File: src/pkg/pmlt_defs.svh
`ifndef PMLT_DEFS_SVH
`define PMLT_DEFS_SVH

// latency value width and granularity
`define PMLT_LAT_W          8
`define PMLT_LAT_GRAN_LSB   3
`define PMLT_LAT_RESET      8'h00
// data phase limits in pci clocks
`define PMLT_FIRST_PHASE_MAX 8'h10
`define PMLT_NEXT_PHASE_MAX  8'h08
`define PMLT_TENURE_SLACK    8'h08

`endif

File: src/pkg/pmlt_pkg.sv
`default_nettype none
package pmlt_pkg;
    // bus tenure states, gray along idle->addr->data->release
    typedef enum logic [1:0]
    {
        PMLT_IDLE = 2'b00,
        PMLT_ADDR = 2'b01,
        PMLT_DATA = 2'b11,
        PMLT_TURN = 2'b10
    } pmlt_state_t;
endpackage
`default_nettype wire

File: src/design/pmlt_phase_watch.sv
`include "pmlt_defs.svh"
`default_nettype none
// ----------------------------------------
// data phase watchdog
// ----------------------------------------
module pmlt_phase_watch
(
    input  wire logic       core_clk,   // pci clock
    input  wire logic       resetn,     // sync reset, low
    input  wire logic       active,     // a data phase is open
    input  wire logic       first,      // open phase is the first
    input  wire logic       done,       // phase completes this clock
    output var  logic       overrun     // phase exceeded its limit
);
    logic [7:0] cnt_q;
    logic [7:0] cnt_d;
    logic       ovr_q;
    logic       ovr_d;

    // count clocks of the open phase; restart on completion
    always_comb
    begin
        cnt_d = cnt_q;
        ovr_d = 1'b0;
        if (!active || done)
        begin
            cnt_d = 8'h00;
        end
        else
        begin
            if (cnt_q != 8'hff)
            begin
                cnt_d = cnt_q + 8'h01;
            end
            // first phase gets the longer allowance
            ovr_d = first ? (cnt_d >= `PMLT_FIRST_PHASE_MAX)
                          : (cnt_d >= `PMLT_NEXT_PHASE_MAX);
        end
    end

    always_ff @(posedge core_clk)
    begin
        if (!resetn)
        begin
            cnt_q <= 8'h00;
            ovr_q <= 1'b0;
        end
        else
        begin
            cnt_q <= cnt_d;
            ovr_q <= ovr_d;
        end
    end

    assign overrun = ovr_q;
endmodule
`default_nettype wire

File: src/design/pmlt_top.sv
// Operation
// - load count-down with latency value on ownership
// - after zero, release on grant loss plus ready
// - grant held means burst without limit
// - first data phase done within 16 clocks
// - later data phases done within 8 clocks
// - next master granted one clock after release
// - tenure bounded by min(T+8, 16+8(n-1))
// - wait bounded by sum of T+8 per master
// - latency value cleared by pci reset
// - latency value steps of 8 clocks
// - limit counted from frame assertion, enforced
`include "pmlt_defs.svh"
`default_nettype none
module pmlt_top
(
    input  wire logic       core_clk,      // pci clock, 200 mhz
    input  wire logic       resetn,        // sync reset, low
    input  wire logic       lat_wr,        // config write strobe for latency
    input  wire logic [7:0] lat_wdata,     // latency value written
    input  wire logic       xfer_req,      // core has a burst to run
    input  wire logic       xfer_last,     // core marks final word
    input  wire logic       gnt_n_pin,     // bus grant, low active pin
    input  wire logic       trdy_n_pin,    // target ready, low active pin
    input  wire logic       irdy_n_pin,    // bus busy indication, low
    input  wire logic       frame_n_pin,   // bus frame seen, low
    output var  logic       req_n,         // bus request, low
    output var  logic       frame_n_o,     // frame drive value
    output var  logic       frame_n_oe_n,  // frame enable, low drives
    output var  logic       irdy_n_o,      // initiator ready value
    output var  logic       irdy_n_oe_n,   // irdy enable, low drives
    output var  logic       word_done,     // one word transferred, pulse
    output var  logic       own_bus,       // master owns the bus
    output var  logic [7:0] lat_value,     // programmed latency value
    output var  logic [7:0] lat_count,     // count-down now
    output var  logic       phase_overrun  // target too slow
);
    import pmlt_pkg::*;

    // count-down step that sticks at zero, so an expired timer never wraps
    function automatic logic [7:0] dec_sat(input logic [7:0] v);
        return (v == 8'h00) ? 8'h00 : v - 8'h01;
    endfunction

    // ----------------------------------------
    // pin synchronisers
    // ----------------------------------------
    logic [3:0] s1_q;
    logic [3:0] s2_q;
    always_ff @(posedge core_clk)
    begin
        if (!resetn)
        begin
            s1_q <= 4'hf;
            s2_q <= 4'hf;
        end
        else
        begin
            s1_q <= {gnt_n_pin, trdy_n_pin, irdy_n_pin, frame_n_pin};
            s2_q <= s1_q;
        end
    end
    logic gnt;
    logic trdy;
    logic bus_idle;
    assign gnt      = !s2_q[3];
    assign trdy     = !s2_q[2];
    assign bus_idle = s2_q[1] && s2_q[0];

    // ----------------------------------------
    // latency value register
    // ----------------------------------------
    logic [7:0] lat_q;
    logic [7:0] lat_d;
    // low bits forced zero: value only moves in steps of 8
    always_comb
    begin
        lat_d = lat_q;
        if (lat_wr)
        begin
            lat_d = {lat_wdata[7:`PMLT_LAT_GRAN_LSB], 3'h0};
        end
    end
    always_ff @(posedge core_clk)
    begin
        if (!resetn)
        begin
            lat_q <= `PMLT_LAT_RESET;
        end
        else
        begin
            lat_q <= lat_d;
        end
    end

    // ----------------------------------------
    // tenure state machine and count-down
    // ----------------------------------------
    pmlt_state_t st_q;
    pmlt_state_t st_d;
    logic [7:0]  cnt_q;
    logic [7:0]  cnt_d;
    logic        first_q;
    logic        first_d;
    logic        fin_q;
    logic        fin_d;
    logic        done_now;
    logic        expired;
    logic        last_phase;

    assign done_now = (st_q == PMLT_DATA) && trdy;
    assign expired  = (cnt_q == 8'h00);
    // final phase: core says so, or timer out with grant gone
    assign last_phase = xfer_last || fin_q || (expired && !gnt);

    always_comb
    begin
        st_d    = st_q;
        cnt_d   = cnt_q;
        first_d = first_q;
        fin_d   = fin_q;
        case (st_q)
            PMLT_IDLE:
            begin
                // start only with grant on an idle bus
                if (xfer_req && gnt && bus_idle)
                begin
                    st_d    = PMLT_ADDR;
                    cnt_d   = lat_q;
                    first_d = 1'b1;
                    fin_d   = 1'b0;
                end
            end
            PMLT_ADDR:
            begin
                st_d  = PMLT_DATA;
                cnt_d = dec_sat(cnt_q);
            end
            PMLT_DATA:
            begin
                cnt_d = dec_sat(cnt_q);
                if (done_now)
                begin
                    first_d = 1'b0;
                    // leave on last word, or timer out with grant gone
                    if (last_phase)
                    begin
                        st_d = PMLT_TURN;
                    end
                end
                // timer out and grant gone: the open phase is final
                if (expired && !gnt)
                begin
                    fin_d = 1'b1;
                end
            end
            PMLT_TURN:
            begin
                st_d  = PMLT_IDLE;
                fin_d = 1'b0;
            end
            default:
            begin
                st_d = PMLT_IDLE;
            end
        endcase
    end

    always_ff @(posedge core_clk)
    begin
        if (!resetn)
        begin
            st_q    <= PMLT_IDLE;
            cnt_q   <= 8'h00;
            first_q <= 1'b0;
            fin_q   <= 1'b0;
        end
        else
        begin
            st_q    <= st_d;
            cnt_q   <= cnt_d;
            first_q <= first_d;
            fin_q   <= fin_d;
        end
    end

    // ----------------------------------------
    // phase watchdog
    // ----------------------------------------
    logic ovr;
    pmlt_phase_watch u_watch
    (
        .core_clk (core_clk),
        .resetn   (resetn),
        .active   (st_q == PMLT_DATA),
        .first    (first_q),
        .done     (done_now),
        .overrun  (ovr)
    );

    // ----------------------------------------
    // pin drive and status outputs
    // ----------------------------------------
    // frame drops on the final phase, as pci signalling expects
    logic frame_q;
    logic frame_d;
    logic irdy_q;
    logic irdy_d;
    logic drive_q;
    logic drive_d;
    logic wd_q;
    logic wd_d;
    always_comb
    begin
        frame_d = (st_d == PMLT_ADDR) || ((st_d == PMLT_DATA) && !(last_phase && st_q
                  == PMLT_DATA));
        irdy_d  = (st_d == PMLT_DATA);
        drive_d = (st_d == PMLT_ADDR) || (st_d == PMLT_DATA) || (st_d == PMLT_TURN);
        wd_d    = done_now;
    end
    always_ff @(posedge core_clk)
    begin
        if (!resetn)
        begin
            frame_q <= 1'b0;
            irdy_q  <= 1'b0;
            drive_q <= 1'b0;
            wd_q    <= 1'b0;
        end
        else
        begin
            frame_q <= frame_d;
            irdy_q  <= irdy_d;
            drive_q <= drive_d;
            wd_q    <= wd_d;
        end
    end

    // request held while work is pending and bus not yet won
    assign req_n         = !(xfer_req && (st_q == PMLT_IDLE));
    assign frame_n_o     = !frame_q;
    assign frame_n_oe_n  = !drive_q;
    assign irdy_n_o      = !irdy_q;
    assign irdy_n_oe_n   = !drive_q;
    assign word_done     = wd_q;
    assign own_bus       = (st_q != PMLT_IDLE);
    assign lat_value     = lat_q;
    assign lat_count     = cnt_q;
    assign phase_overrun = ovr;

    // ----------------------------------------
    // checks
    // ----------------------------------------
    lat_load_a: assert property (@(posedge core_clk) disable iff (!resetn)
        (st_q == PMLT_IDLE && st_d == PMLT_ADDR) |=> (cnt_q == $past(lat_q)))
        else $error("count not loaded on acquire");
    lat_gran_a: assert property (@(posedge core_clk) disable iff (!resetn)
        lat_q[2:0] == 3'h0)
        else $error("latency value off granularity");
    lat_reset_a: assert property (@(posedge core_clk)
        !resetn |=> lat_q == 8'h00)
        else $error("latency not cleared on reset");
    cnt_dec_a: assert property (@(posedge core_clk) disable iff (!resetn)
        (st_q == PMLT_DATA && cnt_q != 8'h00) |=> cnt_q == $past(cnt_q) - 8'h01)
        else $error("count did not decrement");
    cnt_hold_a: assert property (@(posedge core_clk) disable iff (!resetn)
        (st_q == PMLT_DATA && cnt_q == 8'h00) |=> cnt_q == 8'h00)
        else $error("count left zero");
    burst_keep_a: assert property (@(posedge core_clk) disable iff (!resetn)
        (st_q == PMLT_DATA && gnt && !fin_q && !xfer_last) |=> st_q == PMLT_DATA)
        else $error("left bus while granted");
    release_a: assert property (@(posedge core_clk) disable iff (!resetn)
        (st_q == PMLT_DATA && cnt_q == 8'h00 && !gnt && trdy) |=> st_q == PMLT_TURN
        ##1 st_q == PMLT_IDLE)
        else $error("no release after expiry");
    turn_idle_a: assert property (@(posedge core_clk) disable iff (!resetn)
        st_q == PMLT_TURN |=> !own_bus && frame_n_oe_n)
        else $error("bus not freed after turnaround");
endmodule
`default_nettype wire

File: config.mk
export PLATFORM = sky130hd
export DESIGN_NAME = pmlt_top
export DESIGN_NICKNAME = d
export VERILOG_FILES = /design/src/pkg/pmlt_pkg.sv /design/src/design/pmlt_phase_watch.sv /design/src/design/pmlt_top.sv
export VERILOG_INCLUDE_DIRS = /design/src /design/src/pkg
export SDC_FILE = /design/constraint.sdc
export NUM_CORES = 1
export LEC_CHECK = 0
export ABC_AREA = 1
export ABC_CLOCK_PERIOD_IN_PS = 2000
export BUFFER_PORTS_ARGS = -buffer_cell sky130_fd_sc_hd__buf_2
export CAP_MARGIN = 25
export CORE_MARGIN = 5
export CORE_UTILIZATION = 40
export DETAILED_ROUTE_END_ITERATION = 12
export GPL_TIMING_DRIVEN = 0
export SYNTH_ARGS = -nofsm -noshare
export SYNTH_HDL_FRONTEND = slang
export SYNTH_HIERARCHICAL = 1
export SYNTH_SLANG_ARGS = --single-unit
File: constraint.sdc
create_clock -name core_clk -period 2 [get_ports core_clk]
set_clock_uncertainty 0.15 [all_clocks]
set_input_delay 0.1 -clock core_clk [delete_from_list [all_inputs] [get_ports core_clk]]
set_output_delay 0.1 -clock core_clk [all_outputs]
set_load 0.02 [all_outputs]
* Word-level counts from Yosys, hierarchy flattened *
Cells that the tools add are included.

storage, ports and cells
  register bits after elaboration = 38
  input port bits = 17
  output and inout port bits = 24

operators by class
  eq/ne operators = 10
  add/subtract/negate cells = 2
  bitwise gates (word level) = 1
  $lt $le $gt $ge = 2
  reduce and logical (&&, ||, !) cells = 33
  muxes and demuxes = 16

operator list
  cell                   count
  $mux W8                4
  $pmux W8 S2            1
  $add A8 B1 Y8 const B  1
  $eq A2 B2 Y1 const B   4
  $ge A8 B4 Y1 const B   1
  $ge A8 B5 Y1 const B   1
  $logic_and A1 B1 Y1    8
  $logic_not A1 Y1       8
  $logic_not A8 Y1       1
  $ne A8 B8 Y1 const B   1
  $pmux W2 S4            1
  $sub A8 B1 Y8 const B  1
  $logic_or A1 B1 Y1     6
  $mux W2                3
  $ne A2 B2 Y1 const B   3
  $reduce_and A3 Y1      2
  $reduce_bool A2 Y1     3
  $mux W1                5
  $eq A2 B1 Y1 const B   2
  $reduce_or A2 Y1       2
  $pmux W1 S3            1
  $reduce_bool A3 Y1     1
  $logic_not A2 Y1       1
  $pmux W1 S2            1
  other kinds (2)        2

* Logic depth before layout (Yosys ltp) *
Gate-level depths: netlist of the first run.

  word-level depth = 9
  gate-level depth with buffers = 10
  gate-level depth less buffers = 10

* Hierarchy *
The synthesis of the first run kept the hierarchy.

by module, submodules not included
  module            seq. area each (um^2)  area an instance (um^2)  cells each  instances
  pmlt_top          580.6                  1282.5                   172         1
  pmlt_phase_watch  180.2                  504.2                    73          1

* Worst setup path before layout of the first run *
OpenSTA, ideal clock, no wires.

  kind = register -> register
  start point = reg cnt_q[0] (netlist: lat_count[0])
  end point = reg cnt_q[3] (netlist: lat_count[3])
  slack = 0.501 ns
  path buffers = 0
  cell stages (with the launch flop) = 10
  clock period less this slack = 1.499 ns
  required time = 1.792 ns
  arrival time = 1.291 ns
  cell sequence = dfxtp_1 inv_1 ha_1 nand3_1 nor2_2 nor2_4 nand2_1 nand2_1 nand3_1 nand2_1

between the ends
  cells in the longest elaborated chain, start to end = 3
  elaborated cells on any way between the ends = 4

RTL lines
  element                                                   line             RTL
  start, declared                                           pmlt_top.sv:101  logic [7:0] cnt_q;
  start signal, assigned                                    pmlt_top.sv:181  cnt_q <= cnt_d;
  $sub A8 B1 Y8 / $logic_not A8 Y1 (equally long branches)  pmlt_top.sv:42   return (v == 8'h00) ? 8'h00 : v - 8'h01;
  $mux W8 (*)                                               pmlt_top.sv:42
  $pmux W8 S2 (*)                                           pmlt_top.sv:122  case (st_q)

Mark *: on every way between the ends. The rest lies on a longest branch, timed or not.
A chain may end at the register's enable or synchronous reset.

* Final worst setup path of the first run *
  start point = in resetn
  end point = reg s1_q[1]

RTL lines
  element               line            RTL
  start, declared       pmlt_top.sv:18  input wire logic resetn,
  end signal, assigned  pmlt_top.sv:59  s1_q <= {gnt_n_pin, trdy_n_pin, irdy_n_pin, frame_n_pin};
  end, declared         pmlt_top.sv:48  logic [3:0] s1_q;

No word-level cell between the ends.

==> out/summary.json, run 1 <==
{
  "run_status": {"value": "finished, final reports clean"},
  "post-dp-hpwl": {"value": 2810, "unit": "µm"},
  "area_of_all_placed_cells_without_fillers": {"value": 0.00230, "unit": "mm²"},
  "finalHoldViolCount": {"value": 0},
  "antenna_cells_inserted": {"value": 0},
  "finalWeightedCongestion": {"value": 0.833},
  "final_layout_size_suffix_gt1_frac": {"value": 0.241},
  "floorplan.die.height": {"value": 76.8, "unit": "µm"},
  "fp.dieArea": {"value": 0.00590, "unit": "mm²"},
  "via_to_cell_ratio": {"value": 4.50},
  "finalWorstSetupSlack": {"value": 0.385, "unit": "ns"},
  "die_x": {"value": 76.8, "unit": "µm"},
  "worst_hold_path_type": {"value": "in2reg"},
  "timing_worst_setup_path_type": {"value": "in2reg"},
  "fp-row-count": {"value": 24},
  "overall_power_after_layout": {"value": 1.66, "unit": "mW"},
  "cts-root-buf": {"value": "clkbuf_8"},
  "cellPowerDensity": {"value": 723, "unit": "mW/mm²"},
  "final_min_period_over_clock_period": {"value": 0.808},
  "cp_data_required_time": {"value": 2.02, "unit": "ns"},
  "grt_setup_unrepaired": {"value": "no"},
  "report.final.slew_viol_count": {"value": 0},
  "finalWorstPathRequiredPeriod": {"value": 1.62, "unit": "ns"},
  "layout_common_cells": {"value": "nand2_1 (49), dfxtp_1 (38), nor2_1 (34), buf_2 (34), inv_1 (31)"},
  "nNetsFinal": {"value": 323},
  "fin_setup_tns": {"value": 0, "unit": "ns"},
  "synthCells": {"value": 245},
  "seq_area_frac_synth": {"value": 0.426},
  "global_route_wire_length_before_repair": {"value": 6760, "unit": "µm"},
  "critPathLaunchType": {"value": "primary input"},
  "clkTransAtPathRegs": {"value": 0.07, "unit": "ns"},
  "warning_count_from_the_yosys_run": {"value": 6},
  "io-pin-count": {"value": 41},
  "total_via_count_in_the_routed_design": {"value": 1598},
  "leading_cell_type_in_the_layout_fill_and_taps_excluded": {"value": "nand2_1"},
  "routed_wire_length_per_instance": {"value": 10.6, "unit": "µm"},
  "detail-route-antenna-nets": {"value": 0},
  "drv.max_cap_violation_count": {"value": 0},
  "areaGrowthSynthToFinish": {"value": 28.6, "unit": "%"},
  "route.final.wire_length": {"value": 3780, "unit": "µm"},
  "grt_use_total": {"value": 0.138},
  "ctsResizeCount": {"value": 0},
  "tritoncts": {"value": "yes"},
  "grt_pass1_vias": {"value": 1574},
  "setup_viol": {"value": 0},
  "initial_core_util": {"value": 0.410},
  "number_of_fill_cells": {"value": 446},
  "place.detailed.instances": {"value": 333},
  "numCtsBuffers": {"value": 5},
  "drcViolationCount": {"value": 0},
  "htree_num_levels": {"value": 2},
  "avgSynthCellArea": {"value": 7.29, "unit": "µm²"},
  "pre_cts_ws": {"value": 0.422, "unit": "ns"},
  "firstDrtPassIters": {"value": 4},
  "max_clock_freq": {"value": 0.619, "unit": "GHz"},
  "synth_top_flop_cell": {"value": "dfxtp_1"},
  "clock_sinks": {"value": 38},
  "clock_latency": {"value": 0.28, "unit": "ns"},
  "synth_edf_count": {"value": 0},
  "worst_ir_drop_vdd": {"value": 0.000485, "unit": "V"},
  "synth-seq-cells": {"value": 38},
  "numPortBuffers": {"value": 34},
  "core_region_area": {"value": 0.00435, "unit": "mm²"},
  "synthesis.area": {"value": 0.00179, "unit": "mm²"},
  "power.leakage": {"value": 1.13, "unit": "nW"},
  "netlist-cell-type-count": {"value": 26},
  "synth-async-reset-ratio": {"value": 0},
  "drt-initial-drc-count": {"value": 64},
  "antenna_found_initial": {"value": 0},
  "cp_endpoint_kind": {"value": "flop"},
  "globalRoute.totalOverflow": {"value": 0},
  "post_dp_cell_area": {"value": 0.00203, "unit": "mm²"},
  "critical_path_arrival": {"value": 1.64, "unit": "ns"},
  "cts.path.max_buffers": {"value": 2},
  "final_cells": {"value": 355},
  "crit_fanout": {"value": 14},
  "pin_count_of_the_biggest_net_entering_global_routing": {"value": 12}
}
==> layout make-up <==
cell class                 count  area [µm²]  area share
multi-input combinational    167         858       0.373
sequential                    38         761       0.331
timing repair buffer          50         330       0.144
inverter                      36         138      0.0599
clock buffer                   6        82.6      0.0359
tap                           52        65.1      0.0283
buffer                         5        33.8      0.0147
clock inverter                 1        30.0      0.0131
==> report_power, final <==
part | total, mW | switching, mW | internal (mW)
Clock | 0.654 | 0.255 | 0.399
Sequential | 0.799 | 0.0175 | 0.781
Combinational | 0.209 | 0.121 | 0.0882
Total | 1.66 | 0.394 | 1.27
==> logic make-up after synthesis <==
family / Yosys count / synth area share
compound gates: 31 / 0.0931
buf+inv: 42 / 0.0980
flops: 38 / 0.426
fa+ha+maj: 3 / 0.0210
xor+xnor: 1 / 0.00490
simple gates: 129 / 0.355
other cells: 1 / 0.00210
==> metrics by stage <==
stage                util  hold slack, ns
floorplan               -          0.0566
global placement    0.466           0.134
detailed placement  0.466           0.140
CTS                 0.529          0.0391
global route        0.528          0.0403
finish              0.528          0.0382
==> critical path, cell delays in order <==
cell           delay (ns)
dlygate4sd3_1        0.52
buf_2                0.25
inv_1                0.19
clkbuf_1             0.25
or2_2                0.32
==> state kept, by name, indices dropped and copies added (netlist names) <==
name             cells
lat_count            8
u_watch/cnt_q        8
fin_q                1
s2_q                 4
st_q                 2
word_done            1
irdy_q               1
first_q              1
u_watch/overrun      1
drive_q              1
lat_value            5
s1_q                 4
frame_q              1
==> cell usage after synthesis, types with 4 or more instances <==
master | number | share of area
nand2_2 | 4 | 0.014
o21ai_0 | 14 | 0.039
nor2_1 | 34 | 0.071
nand3_1 | 22 | 0.062
buf_4 | 4 | 0.017
inv_1 | 31 | 0.065
inv_2 | 4 | 0.0084
a21oi_1 | 11 | 0.031
or2_2 | 8 | 0.028
dfxtp_1 | 38 | 0.43
nand2_1 | 49 | 0.10
nor2_2 | 4 | 0.014
==> per-layer routing <==
| metal | part of all wire | up-vias | global-route usage |
|---|---|---|---|
| li1 | - | 872 | - |
| met1 | 0.48 | 696 | 0.175 |
| met2 | 0.47 | 26 | 0.226 |
| met3 | 0.040 | 4 | 0.0293 |
| met4 | 0.010 | 0 | 0.0577 |
| met5 | 0 | - | 0 |
==> worst paths after layout <==
check                               from                         end  depth (start not counted)  slack [ns]
min reg2reg           s1_q[1]$_SDFF_PN1_          s2_q[1]$_SDFF_PN1_                          1        0.26
max                               resetn          s1_q[1]$_SDFF_PN1_                          5        0.38
max reg2reg  u_watch/cnt_q[0]$_SDFF_PP0_  u_watch/overrun$_SDFF_PP0_                         10        0.41
min                             xfer_req        first_q$_SDFFE_PN0P_                          3        0.04
==> timing repair <==
action	4_1_cts	5_1_grt
endpoints found under the setup margin	0	4
endpoints found under the hold margin	11	0
setup buffers	0	0
hold buffers	16	0
No activity file was read; power rests on OpenSTA's default activity.
==> run 2, diff against run 1 <==
--- a/config.mk
+++ b/config.mk
@@ -6,8 +6,8 @@
 export SDC_FILE = /design/constraint.sdc
 export NUM_CORES = 1
 export LEC_CHECK = 0
-export ABC_AREA = 1
-export ABC_CLOCK_PERIOD_IN_PS = 2000
+export ABC_AREA = 0
+export ABC_CLOCK_PERIOD_IN_PS = 1600
 export BUFFER_PORTS_ARGS = -buffer_cell sky130_fd_sc_hd__buf_2
 export CAP_MARGIN = 25
 export CORE_MARGIN = 5
==> constraint.sdc (replaced) <==
create_clock -name core_clk -period 1.6 [get_ports core_clk]
set_clock_uncertainty 0.15 [all_clocks]
set_input_delay 0.08 -clock core_clk [delete_from_list [all_inputs] [get_ports core_clk]]
set_output_delay 0.08 -clock core_clk [all_outputs]
set_load 0.02 [all_outputs]
==> out/summary.json, run 2 <==
{
  "warning_count_from_the_yosys_run": {"value": 6, "change": "unchanged"},
  "final_cells": {"value": 300, "change": "-15%"},
  "fp-row-count": {"value": 23, "change": "-4.2%"},
  "worst_r2r_endpoint": {"value": "lat_count[6]$_SDFFE_PN0P_"},
  "grt_setup_unrepaired": {"value": "yes"},
  "core_region_area": {"value": 0.00403, "unit": "mm²", "change": "-7.5%"},
  "tritoncts": {"value": "yes"},
  "grt_use_total": {"value": 0.149, "change": "+0.0104"},
  "critical_path_arrival": {"value": 2.18, "unit": "ns", "change": "+0.54 ns"},
  "antenna_cells_inserted": {"value": 0, "change": "unchanged"},
  "power_frac_clock": {"value": 0.369, "change": "-0.025"},
  "timing.critical_path.max_delay_family": {"value": "simple AND/OR/NAND/NOR gates"},
  "report.final.slew_viol_count": {"value": 0, "change": "unchanged"},
  "finalWorstSetupSlack": {"value": -0.508, "unit": "ns", "change": "-0.893 ns"},
  "switching_power": {"value": 449, "unit": "µW", "change": "+14%"},
  "post-dp-hpwl": {"value": 2560, "unit": "µm", "change": "-9.0%"},
  "finalWeightedCongestion": {"value": 0.840, "change": "+0.83%"},
  "finalHoldViolCount": {"value": 0, "change": "unchanged"},
  "drv.max_cap_violation_count": {"value": 0, "change": "unchanged"},
  "areaGrowthSynthToFinish": {"value": 37.1, "unit": "%"},
  "p_int": {"value": 1.40, "unit": "mW", "change": "+11%"},
  "globalRoute.totalOverflow": {"value": 0, "change": "unchanged"},
  "area_of_all_placed_cells_without_fillers": {"value": 0.00228, "unit": "mm²", "change": "-0.82%"},
  "clkTransAtPathRegs": {"value": 0.08, "unit": "ns", "change": "about the same"},
  "crit_fanout": {"value": 3, "change": "-11"},
  "seq_area_frac_synth": {"value": 0.457, "change": "+0.0317"},
  "power.share.switching": {"value": 0.243, "change": "+0.00555"},
  "worst_hold_path_type": {"value": "in2reg"},
  "final_layout_size_suffix_gt1_frac": {"value": 0.332, "change": "+0.0911"},
  "post_dp_cell_area": {"value": 0.00192, "unit": "mm²", "change": "-5.5%"},
  "max_clock_freq": {"value": 0.474, "unit": "GHz"},
  "utilization": {"value": 0.566, "change": "+0.0380"},
  "cts-root-buf": {"value": "clkbuf_8"},
  "timing.critical_path.depth": {"value": 6, "change": "+1"},
  "power.combinational.fraction": {"value": 0.101, "change": "-0.025"},
  "total_via_count_in_the_routed_design": {"value": 1463, "change": "-8.4%"},
  "cp_data_required_time": {"value": 1.67, "unit": "ns", "change": "-0.35 ns"},
  "critPathMaxStageDelay": {"value": 0.49, "unit": "ns", "change": "-0.03 ns"},
  "global_route_wire_length_before_repair": {"value": 6260, "unit": "µm", "change": "-7.4%"},
  "floorplan.die.height": {"value": 74.5, "unit": "µm", "change": "-3.1%"},
  "fp.dieArea": {"value": 0.00555, "unit": "mm²", "change": "-6.0%"},
  "layout_common_cells": {"value": "dfxtp_1 (33), buf_2 (33), nor2_1 (24)"},
  "final_min_period_over_clock_period": {"value": 1.32},
  "drt-initial-drc-count": {"value": 48, "change": "-25%"},
  "critPathLaunchType": {"value": "flop"},
  "run_status": {"value": "complete, but fails checks"},
  "place.detailed.instances": {"value": 273, "change": "-18%"},
  "timing.rr.start": {"value": "lat_count[1]$_SDFFE_PN0P_"},
  "nNetsFinal": {"value": 269, "change": "-17%"},
  "io-pin-count": {"value": 41, "change": "unchanged"},
  "initial_core_util": {"value": 0.413, "change": "+0.00239"},
  "detail-route-antenna-nets": {"value": 0, "change": "unchanged"},
  "synth-async-reset-ratio": {"value": 0, "change": "unchanged"},
  "pin_count_of_the_biggest_net_entering_global_routing": {"value": 13, "change": "+1"},
  "cts.path.max_buffers": {"value": 2, "change": "unchanged"},
  "synth.top_cells.by_count": {"value": "dfxtp_1 (38), nor2_1 (24), inv_1 (14)"},
  "via_to_cell_ratio": {"value": 4.88, "change": "+8.3%"},
  "power.leakage": {"value": 0.994, "unit": "nW", "change": "-12%"},
  "synth_top_area_share": {"value": 0.457, "change": "+0.0317"},
  "overall_power_after_layout": {"value": 1.85, "unit": "mW", "change": "+11%"},
  "worst-slew-pin-transition": {"value": 0.499, "unit": "ns"},
  "netlist-cell-type-count": {"value": 46, "change": "+77%"},
  "route.final.wire_length": {"value": 3750, "unit": "µm", "change": "-0.79%"},
  "numPortBuffers": {"value": 33, "change": "-2.9%"},
  "clock_latency": {"value": 0.29, "unit": "ns", "change": "about the same"},
  "synth_top_flop_cell": {"value": "dfxtp_1"},
  "synth-seq-cells": {"value": 38, "change": "unchanged"},
  "worst_ir_drop_vdd": {"value": 0.000608, "unit": "V", "change": "+25%"},
  "clock_sinks": {"value": 38, "change": "unchanged"},
  "cp-endpoint": {"value": "lat_count[6]$_SDFFE_PN0P_"},
  "numCtsBuffers": {"value": 5, "change": "unchanged"},
  "cp_cell_sequence": {"value": "inv_2 > ha_2 > or3b_4 > or4b_4 > or3_1 > a31oi_1"},
  "antenna_found_initial": {"value": 0, "change": "unchanged"},
  "slowest_stage": {"value": "or4b_4"},
  "timing_worst_setup_path_type": {"value": "reg2reg"},
  "largest_area_contributor_in_the_synthesized_netlist": {"value": "dfxtp_1"},
  "pwr-share-seq": {"value": 0.531, "change": "+0.051"},
  "synthesis.area": {"value": 0.00166, "unit": "mm²", "change": "-6.9%"},
  "yosys.cell_count.top_type": {"value": "dfxtp_1"},
  "setup_viol": {"value": 12, "change": "+12"},
  "timing.critical_path.buf_inv": {"value": 1, "change": "-3"},
  "violations": {"value": "setup timing"},
  "grt_pass1_vias": {"value": 1376, "change": "-13%"},
  "htree_num_levels": {"value": 2, "change": "unchanged"},
  "routed_wire_length_per_instance": {"value": 12.5, "unit": "µm", "change": "+17%"},
  "top_cells_by_area_in_the_synthesized_netlist": {"value": "dfxtp_1 (46%), mux2i_1 (5.4%), nor2_1 (5.4%)"},
  "avgSynthCellArea": {"value": 8.84, "unit": "µm²", "change": "+21%"},
  "firstDrtPassIters": {"value": 4, "change": "unchanged"},
  "finalWorstPathRequiredPeriod": {"value": 2.11, "unit": "ns"},
  "slew-limit-headroom": {"value": 0.664},
  "cp_endpoint_kind": {"value": "flop"},
  "synth_edf_count": {"value": 0, "change": "unchanged"},
  "cellPowerDensity": {"value": 812, "unit": "mW/mm²", "change": "+12%"},
  "worst-r2r-setup-slack": {"value": -0.51, "unit": "ns", "change": "-0.92 ns"},
  "fin_hold_ws": {"value": 0.0161, "unit": "ns", "change": "-0.0221 ns"},
  "drcViolationCount": {"value": 0, "change": "unchanged"},
  "synthCells": {"value": 188, "change": "-23%"},
  "setup.worst_path.start": {"value": "lat_count[1]$_SDFFE_PN0P_"},
  "worstRegToRegCells": {"value": 6, "change": "-4"},
  "die_x": {"value": 74.5, "unit": "µm", "change": "-3.1%"}
}
[run 2: cell count changes after synthesis, moves of 5 or more]
cell,before,now
nand2_1,49,12
inv_1,31,14
nand3_1,22,9
nand2b_1,0,10
nor2_1,34,24
mux2i_1,0,9
o21ai_0,14,5
or2_2,8,0
a21oi_1,11,5
nand3b_1,0,5
[run 2: per-layer routing]
metal	up-vias	GRT usage	wire length (µm)
li1	762	-	-
met1	669	0.184	1690
met2	27	0.231	1820
met5	-	0	0
met3	5	0.0500	175
met4	0	0.0711	59
[run 2: worst min-delay path by stage]
stage	slack [ns]	depth (start not counted)	startpoint	end
after floorplan	0.03	1	frame_n_pin	s1_q[0]$_SDFF_PN1_
after global placement	0.11	2	gnt_n_pin	s1_q[3]$_SDFF_PN1_
after detailed placement	0.11	2	trdy_n_pin	s1_q[2]$_SDFF_PN1_
after CTS	0.02	3	resetn	u_watch/cnt_q[4]$_SDFF_PP0_
after global routing	0.04	3	resetn	u_watch/cnt_q[0]$_SDFF_PP0_
final	0.02	3	resetn	u_watch/cnt_q[0]$_SDFF_PP0_
[run 2: stage by stage]
step           setup WS (ns)  setup TNS [ns]
4_1_cts               -0.519           -1.32
6_report              -0.508           -1.57
2_1_floorplan         -0.477          -0.913
5_1_grt               -0.559           -2.44
3_3_place_gp          -0.538           -5.37
3_5_place_dp          -0.521           -4.76
[run 2: area by class of cell]
class	count	area (µm²)
inverters	14	55.1
fillers	375	1750
plain buffers	8	56.3
clock buffers	6	82.6
multi-input cells	130	901
clock inverters	2	12.5
repair buffers	52	333
flip-flops and latches	38	777
well taps	50	62.6
[run 2: power by group through the flow]
stage,sequential [mW],clock (mW),combinational [mW]
global placement,1.00,0,0.148
floorplan,1.01,0,0.0892
global route,0.986,0.750,0.207
CTS,0.984,0.710,0.183
finish,0.982,0.682,0.187
detailed placement,1.00,0,0.149
[run 2: cells by family (layout without fill, tap and decap cells)]
| family | count (synthesis) | after routing | synth area share |
|---|---|---|---|
| and+or+nand+nor | 83 | 83 | 0.271 |
| DFF | 38 | 38 | 0.457 |
| AOI/OAI and AO/OA | 30 | 30 | 0.123 |
| buffers and inverters | 22 | 82 | 0.0587 |
| muxes | 9 | 9 | 0.0542 |
| adders and majority gates | 3 | 3 | 0.0226 |
| xor gates and xnor gates | 2 | 2 | 0.0105 |
| other | 1 | 3 | 0.00226 |
[run 2: worst register-to-register path: cells and delay by family (launching register included)]
family          cells  cell delay, ns
flops               1            0.35
simple gates        3            1.20
fa+ha+maj           1            0.18
buf+inv             1            0.05
compound gates      1            0.13
[run 2: what timing repair did]
item | CTS | global route
hold buffers | 10 | 0
pin swaps | 9 | 7
gates resized for setup | 15 | 11
hold endpoints to repair | 11 | 0
endpoints found under the setup margin | 21 | 18
setup buffers | 8 | 1
==> run 3, diff against run 2 <==
==> constraint.sdc (replaced) <==
create_clock -name core_clk -period 1.6 [get_ports core_clk]
set_clock_uncertainty 0.15 [all_clocks]
set_input_delay 0.32 -clock core_clk [delete_from_list [all_inputs] [get_ports core_clk]]
set_output_delay 0.32 -clock core_clk [all_outputs]
set_load 0.02 [all_outputs]
==> out/summary.json, run 3 (synthesis results as in run 2) <==
{
  "run_status": {"value": "complete, but fails checks"},
  "violations": {"value": "setup timing"},
  "nNetsFinal": {"value": 259, "change": "-3.7%"},
  "initial_core_util": {"value": 0.413, "change": "unchanged"},
  "cp_endpoint_kind": {"value": "flop"},
  "layout_common_cells": {"value": "buf_2 (33), dfxtp_1 (32), nor2_1 (23)"},
  "clock_latency": {"value": 0.29, "unit": "ns", "change": "about the same"},
  "total_via_count_in_the_routed_design": {"value": 1424, "change": "-2.7%"},
  "finalWeightedCongestion": {"value": 0.840, "change": "unchanged"},
  "grt_pass1_vias": {"value": 1324, "change": "-3.8%"},
  "cts-root-buf": {"value": "clkbuf_8"},
  "fin_setup_tns": {"value": -1.52, "unit": "ns", "change": "+0.0417 ns"},
  "via_to_cell_ratio": {"value": 4.91, "change": "+0.69%"},
  "clock_sinks": {"value": 38, "change": "unchanged"},
  "worst_hold_path_type": {"value": "in2reg"},
  "finalHoldViolCount": {"value": 0, "change": "unchanged"},
  "crit_fanout": {"value": 3, "change": "unchanged"},
  "setup_viol": {"value": 12, "change": "unchanged"},
  "numCtsBuffers": {"value": 5, "change": "unchanged"},
  "pre_cts_ws": {"value": -0.521, "unit": "ns", "change": "unchanged"},
  "drt-initial-drc-count": {"value": 44, "change": "-8.3%"},
  "worstHoldPathCells": {"value": 2, "change": "-1"},
  "drcViolationCount": {"value": 0, "change": "unchanged"},
  "timing_worst_setup_path_type": {"value": "reg2reg"},
  "grt_setup_unrepaired": {"value": "yes"},
  "finalWorstSetupSlack": {"value": -0.509, "unit": "ns", "change": "-0.000806 ns"},
  "fp-row-count": {"value": 23, "change": "unchanged"},
  "critical_path_arrival": {"value": 2.18, "unit": "ns", "change": "about the same"},
  "numPortBuffers": {"value": 33, "change": "unchanged"},
  "htree_num_levels": {"value": 2, "change": "unchanged"},
  "max_clock_freq": {"value": 0.474, "unit": "GHz", "change": "about the same"},
  "floorplan.die.height": {"value": 74.5, "unit": "µm", "change": "unchanged"},
  "cellPowerDensity": {"value": 839, "unit": "mW/mm²", "change": "+3.3%"},
  "report.final.slew_viol_count": {"value": 0, "change": "unchanged"},
  "routed_wire_length_per_instance": {"value": 12.6, "unit": "µm", "change": "+0.50%"},
  "setup.worst_path.start": {"value": "lat_count[1]$_SDFFE_PN0P_"},
  "tritoncts": {"value": "yes"},
  "global_route_wire_length_before_repair": {"value": 6050, "unit": "µm", "change": "-3.3%"},
  "route.final.wire_length": {"value": 3640, "unit": "µm", "change": "-2.9%"},
  "cp_data_required_time": {"value": 1.67, "unit": "ns", "change": "about the same"},
  "critPathLaunchType": {"value": "flop"},
  "final_cells": {"value": 290, "change": "-3.3%"},
  "place.detailed.instances": {"value": 273, "change": "unchanged"},
  "overall_power_after_layout": {"value": 1.84, "unit": "mW", "change": "-0.80%"},
  "hold_path_startpoint": {"value": "irdy_n_pin"},
  "firstDrtPassIters": {"value": 4, "change": "unchanged"},
  "finalWorstPathRequiredPeriod": {"value": 2.11, "unit": "ns", "change": "+0.000806 ns"},
  "core_region_area": {"value": 0.00403, "unit": "mm²", "change": "unchanged"},
  "cts.path.max_buffers": {"value": 2, "change": "unchanged"},
  "worstRegToRegCells": {"value": 6, "change": "unchanged"},
  "pin_count_of_the_biggest_net_entering_global_routing": {"value": 13, "change": "unchanged"},
  "antenna_cells_inserted": {"value": 0, "change": "unchanged"},
  "grt_use_total": {"value": 0.145, "change": "-0.00389"},
  "antenna_found_initial": {"value": 0, "change": "unchanged"},
  "worst_ir_drop_vdd": {"value": 0.000600, "unit": "V", "change": "-1.2%"},
  "drv.max_cap_violation_count": {"value": 0, "change": "unchanged"},
  "timing.rr.start": {"value": "lat_count[1]$_SDFFE_PN0P_"},
  "detail-route-antenna-nets": {"value": 0, "change": "unchanged"},
  "final_min_period_over_clock_period": {"value": 1.32, "change": "about the same"},
  "post_dp_cell_area": {"value": 0.00192, "unit": "mm²", "change": "unchanged"},
  "post-dp-hpwl": {"value": 2560, "unit": "µm", "change": "unchanged"},
  "final_layout_size_suffix_gt1_frac": {"value": 0.354, "change": "+0.0222"},
  "io-pin-count": {"value": 41, "change": "unchanged"},
  "die_x": {"value": 74.5, "unit": "µm", "change": "unchanged"},
  "leading_cell_type_in_the_layout_fill_and_taps_excluded": {"value": "buf_2"},
  "globalRoute.totalOverflow": {"value": 0, "change": "unchanged"},
  "fp.dieArea": {"value": 0.00555, "unit": "mm²", "change": "unchanged"},
  "power.leakage": {"value": 0.956, "unit": "nW", "change": "-3.8%"},
  "area_of_all_placed_cells_without_fillers": {"value": 0.00219, "unit": "mm²", "change": "-4.0%"},
  "areaGrowthSynthToFinish": {"value": 31.6, "unit": "%"},
  "clkTransAtPathRegs": {"value": 0.08, "unit": "ns", "change": "about the same"}
}
==> run 3: worst paths after layout <==
path                                to  slack (ns)
max          lat_count[6]$_SDFFE_PN0P_       -0.51
min reg2reg         s2_q[1]$_SDFF_PN1_        0.26
min                 s1_q[1]$_SDFF_PN1_        0.05
max reg2reg  lat_count[6]$_SDFFE_PN0P_       -0.51
==> run 3: per-stage QoR <==
| stage | hold slack, ns | util |
|---|---|---|
| after floorplan | 0.236 | - |
| after global placement | 0.239 | 0.476 |
| after detailed placement | 0.246 | 0.476 |
| after CTS | 0.0451 | 0.531 |
| after global routing | 0.0482 | 0.543 |
| final | 0.0542 | 0.543 |
==> run 3: final cells by class <==
| type | instances | area [µm²] |
|---|---|---|
| Clock buffer | 6 | 82.6 |
| Tap cell | 50 | 62.6 |
| Buffer | 8 | 56.3 |
| Sequential cell | 38 | 778 |
| Timing Repair Buffer | 42 | 233 |
| Inverter | 14 | 55.1 |
| Multi-Input combinational cell | 130 | 908 |
| Clock inverter | 2 | 12.5 |
| Fill cell | 384 | 1840 |
==> run 3: power breakdown <==
group | internal [mW] | leakage [nW] | switching (mW)
Combinational | 0.0773 | 0.596 | 0.0910
Clock | 0.346 | 0.0472 | 0.340
Sequential | 0.964 | 0.314 | 0.0187
==> run 3: worst max-delay path, stage by stage, from the launching register on <==
cell	delay, ns
dfxtp_4	0.35
inv_2	0.05
ha_2	0.18
or3b_4	0.39
or4b_4	0.49
or3_1	0.32
a31oi_1	0.13
==> run 3: metal layers <==
metal,global-route usage,vias up,part of all wire
li1,-,744,-
met1,0.179,645,0.44
met2,0.222,28,0.48
met3,0.0527,7,0.056
met4,0.0692,0,0.021
met5,0,-,0
==> run 3: what timing repair did <==
item                       CTS  global route
setup buffers                8             1
gates resized for setup     16            13
setup endpoints to repair   23            21
hold buffers                 0             0
pin swaps                    9             8
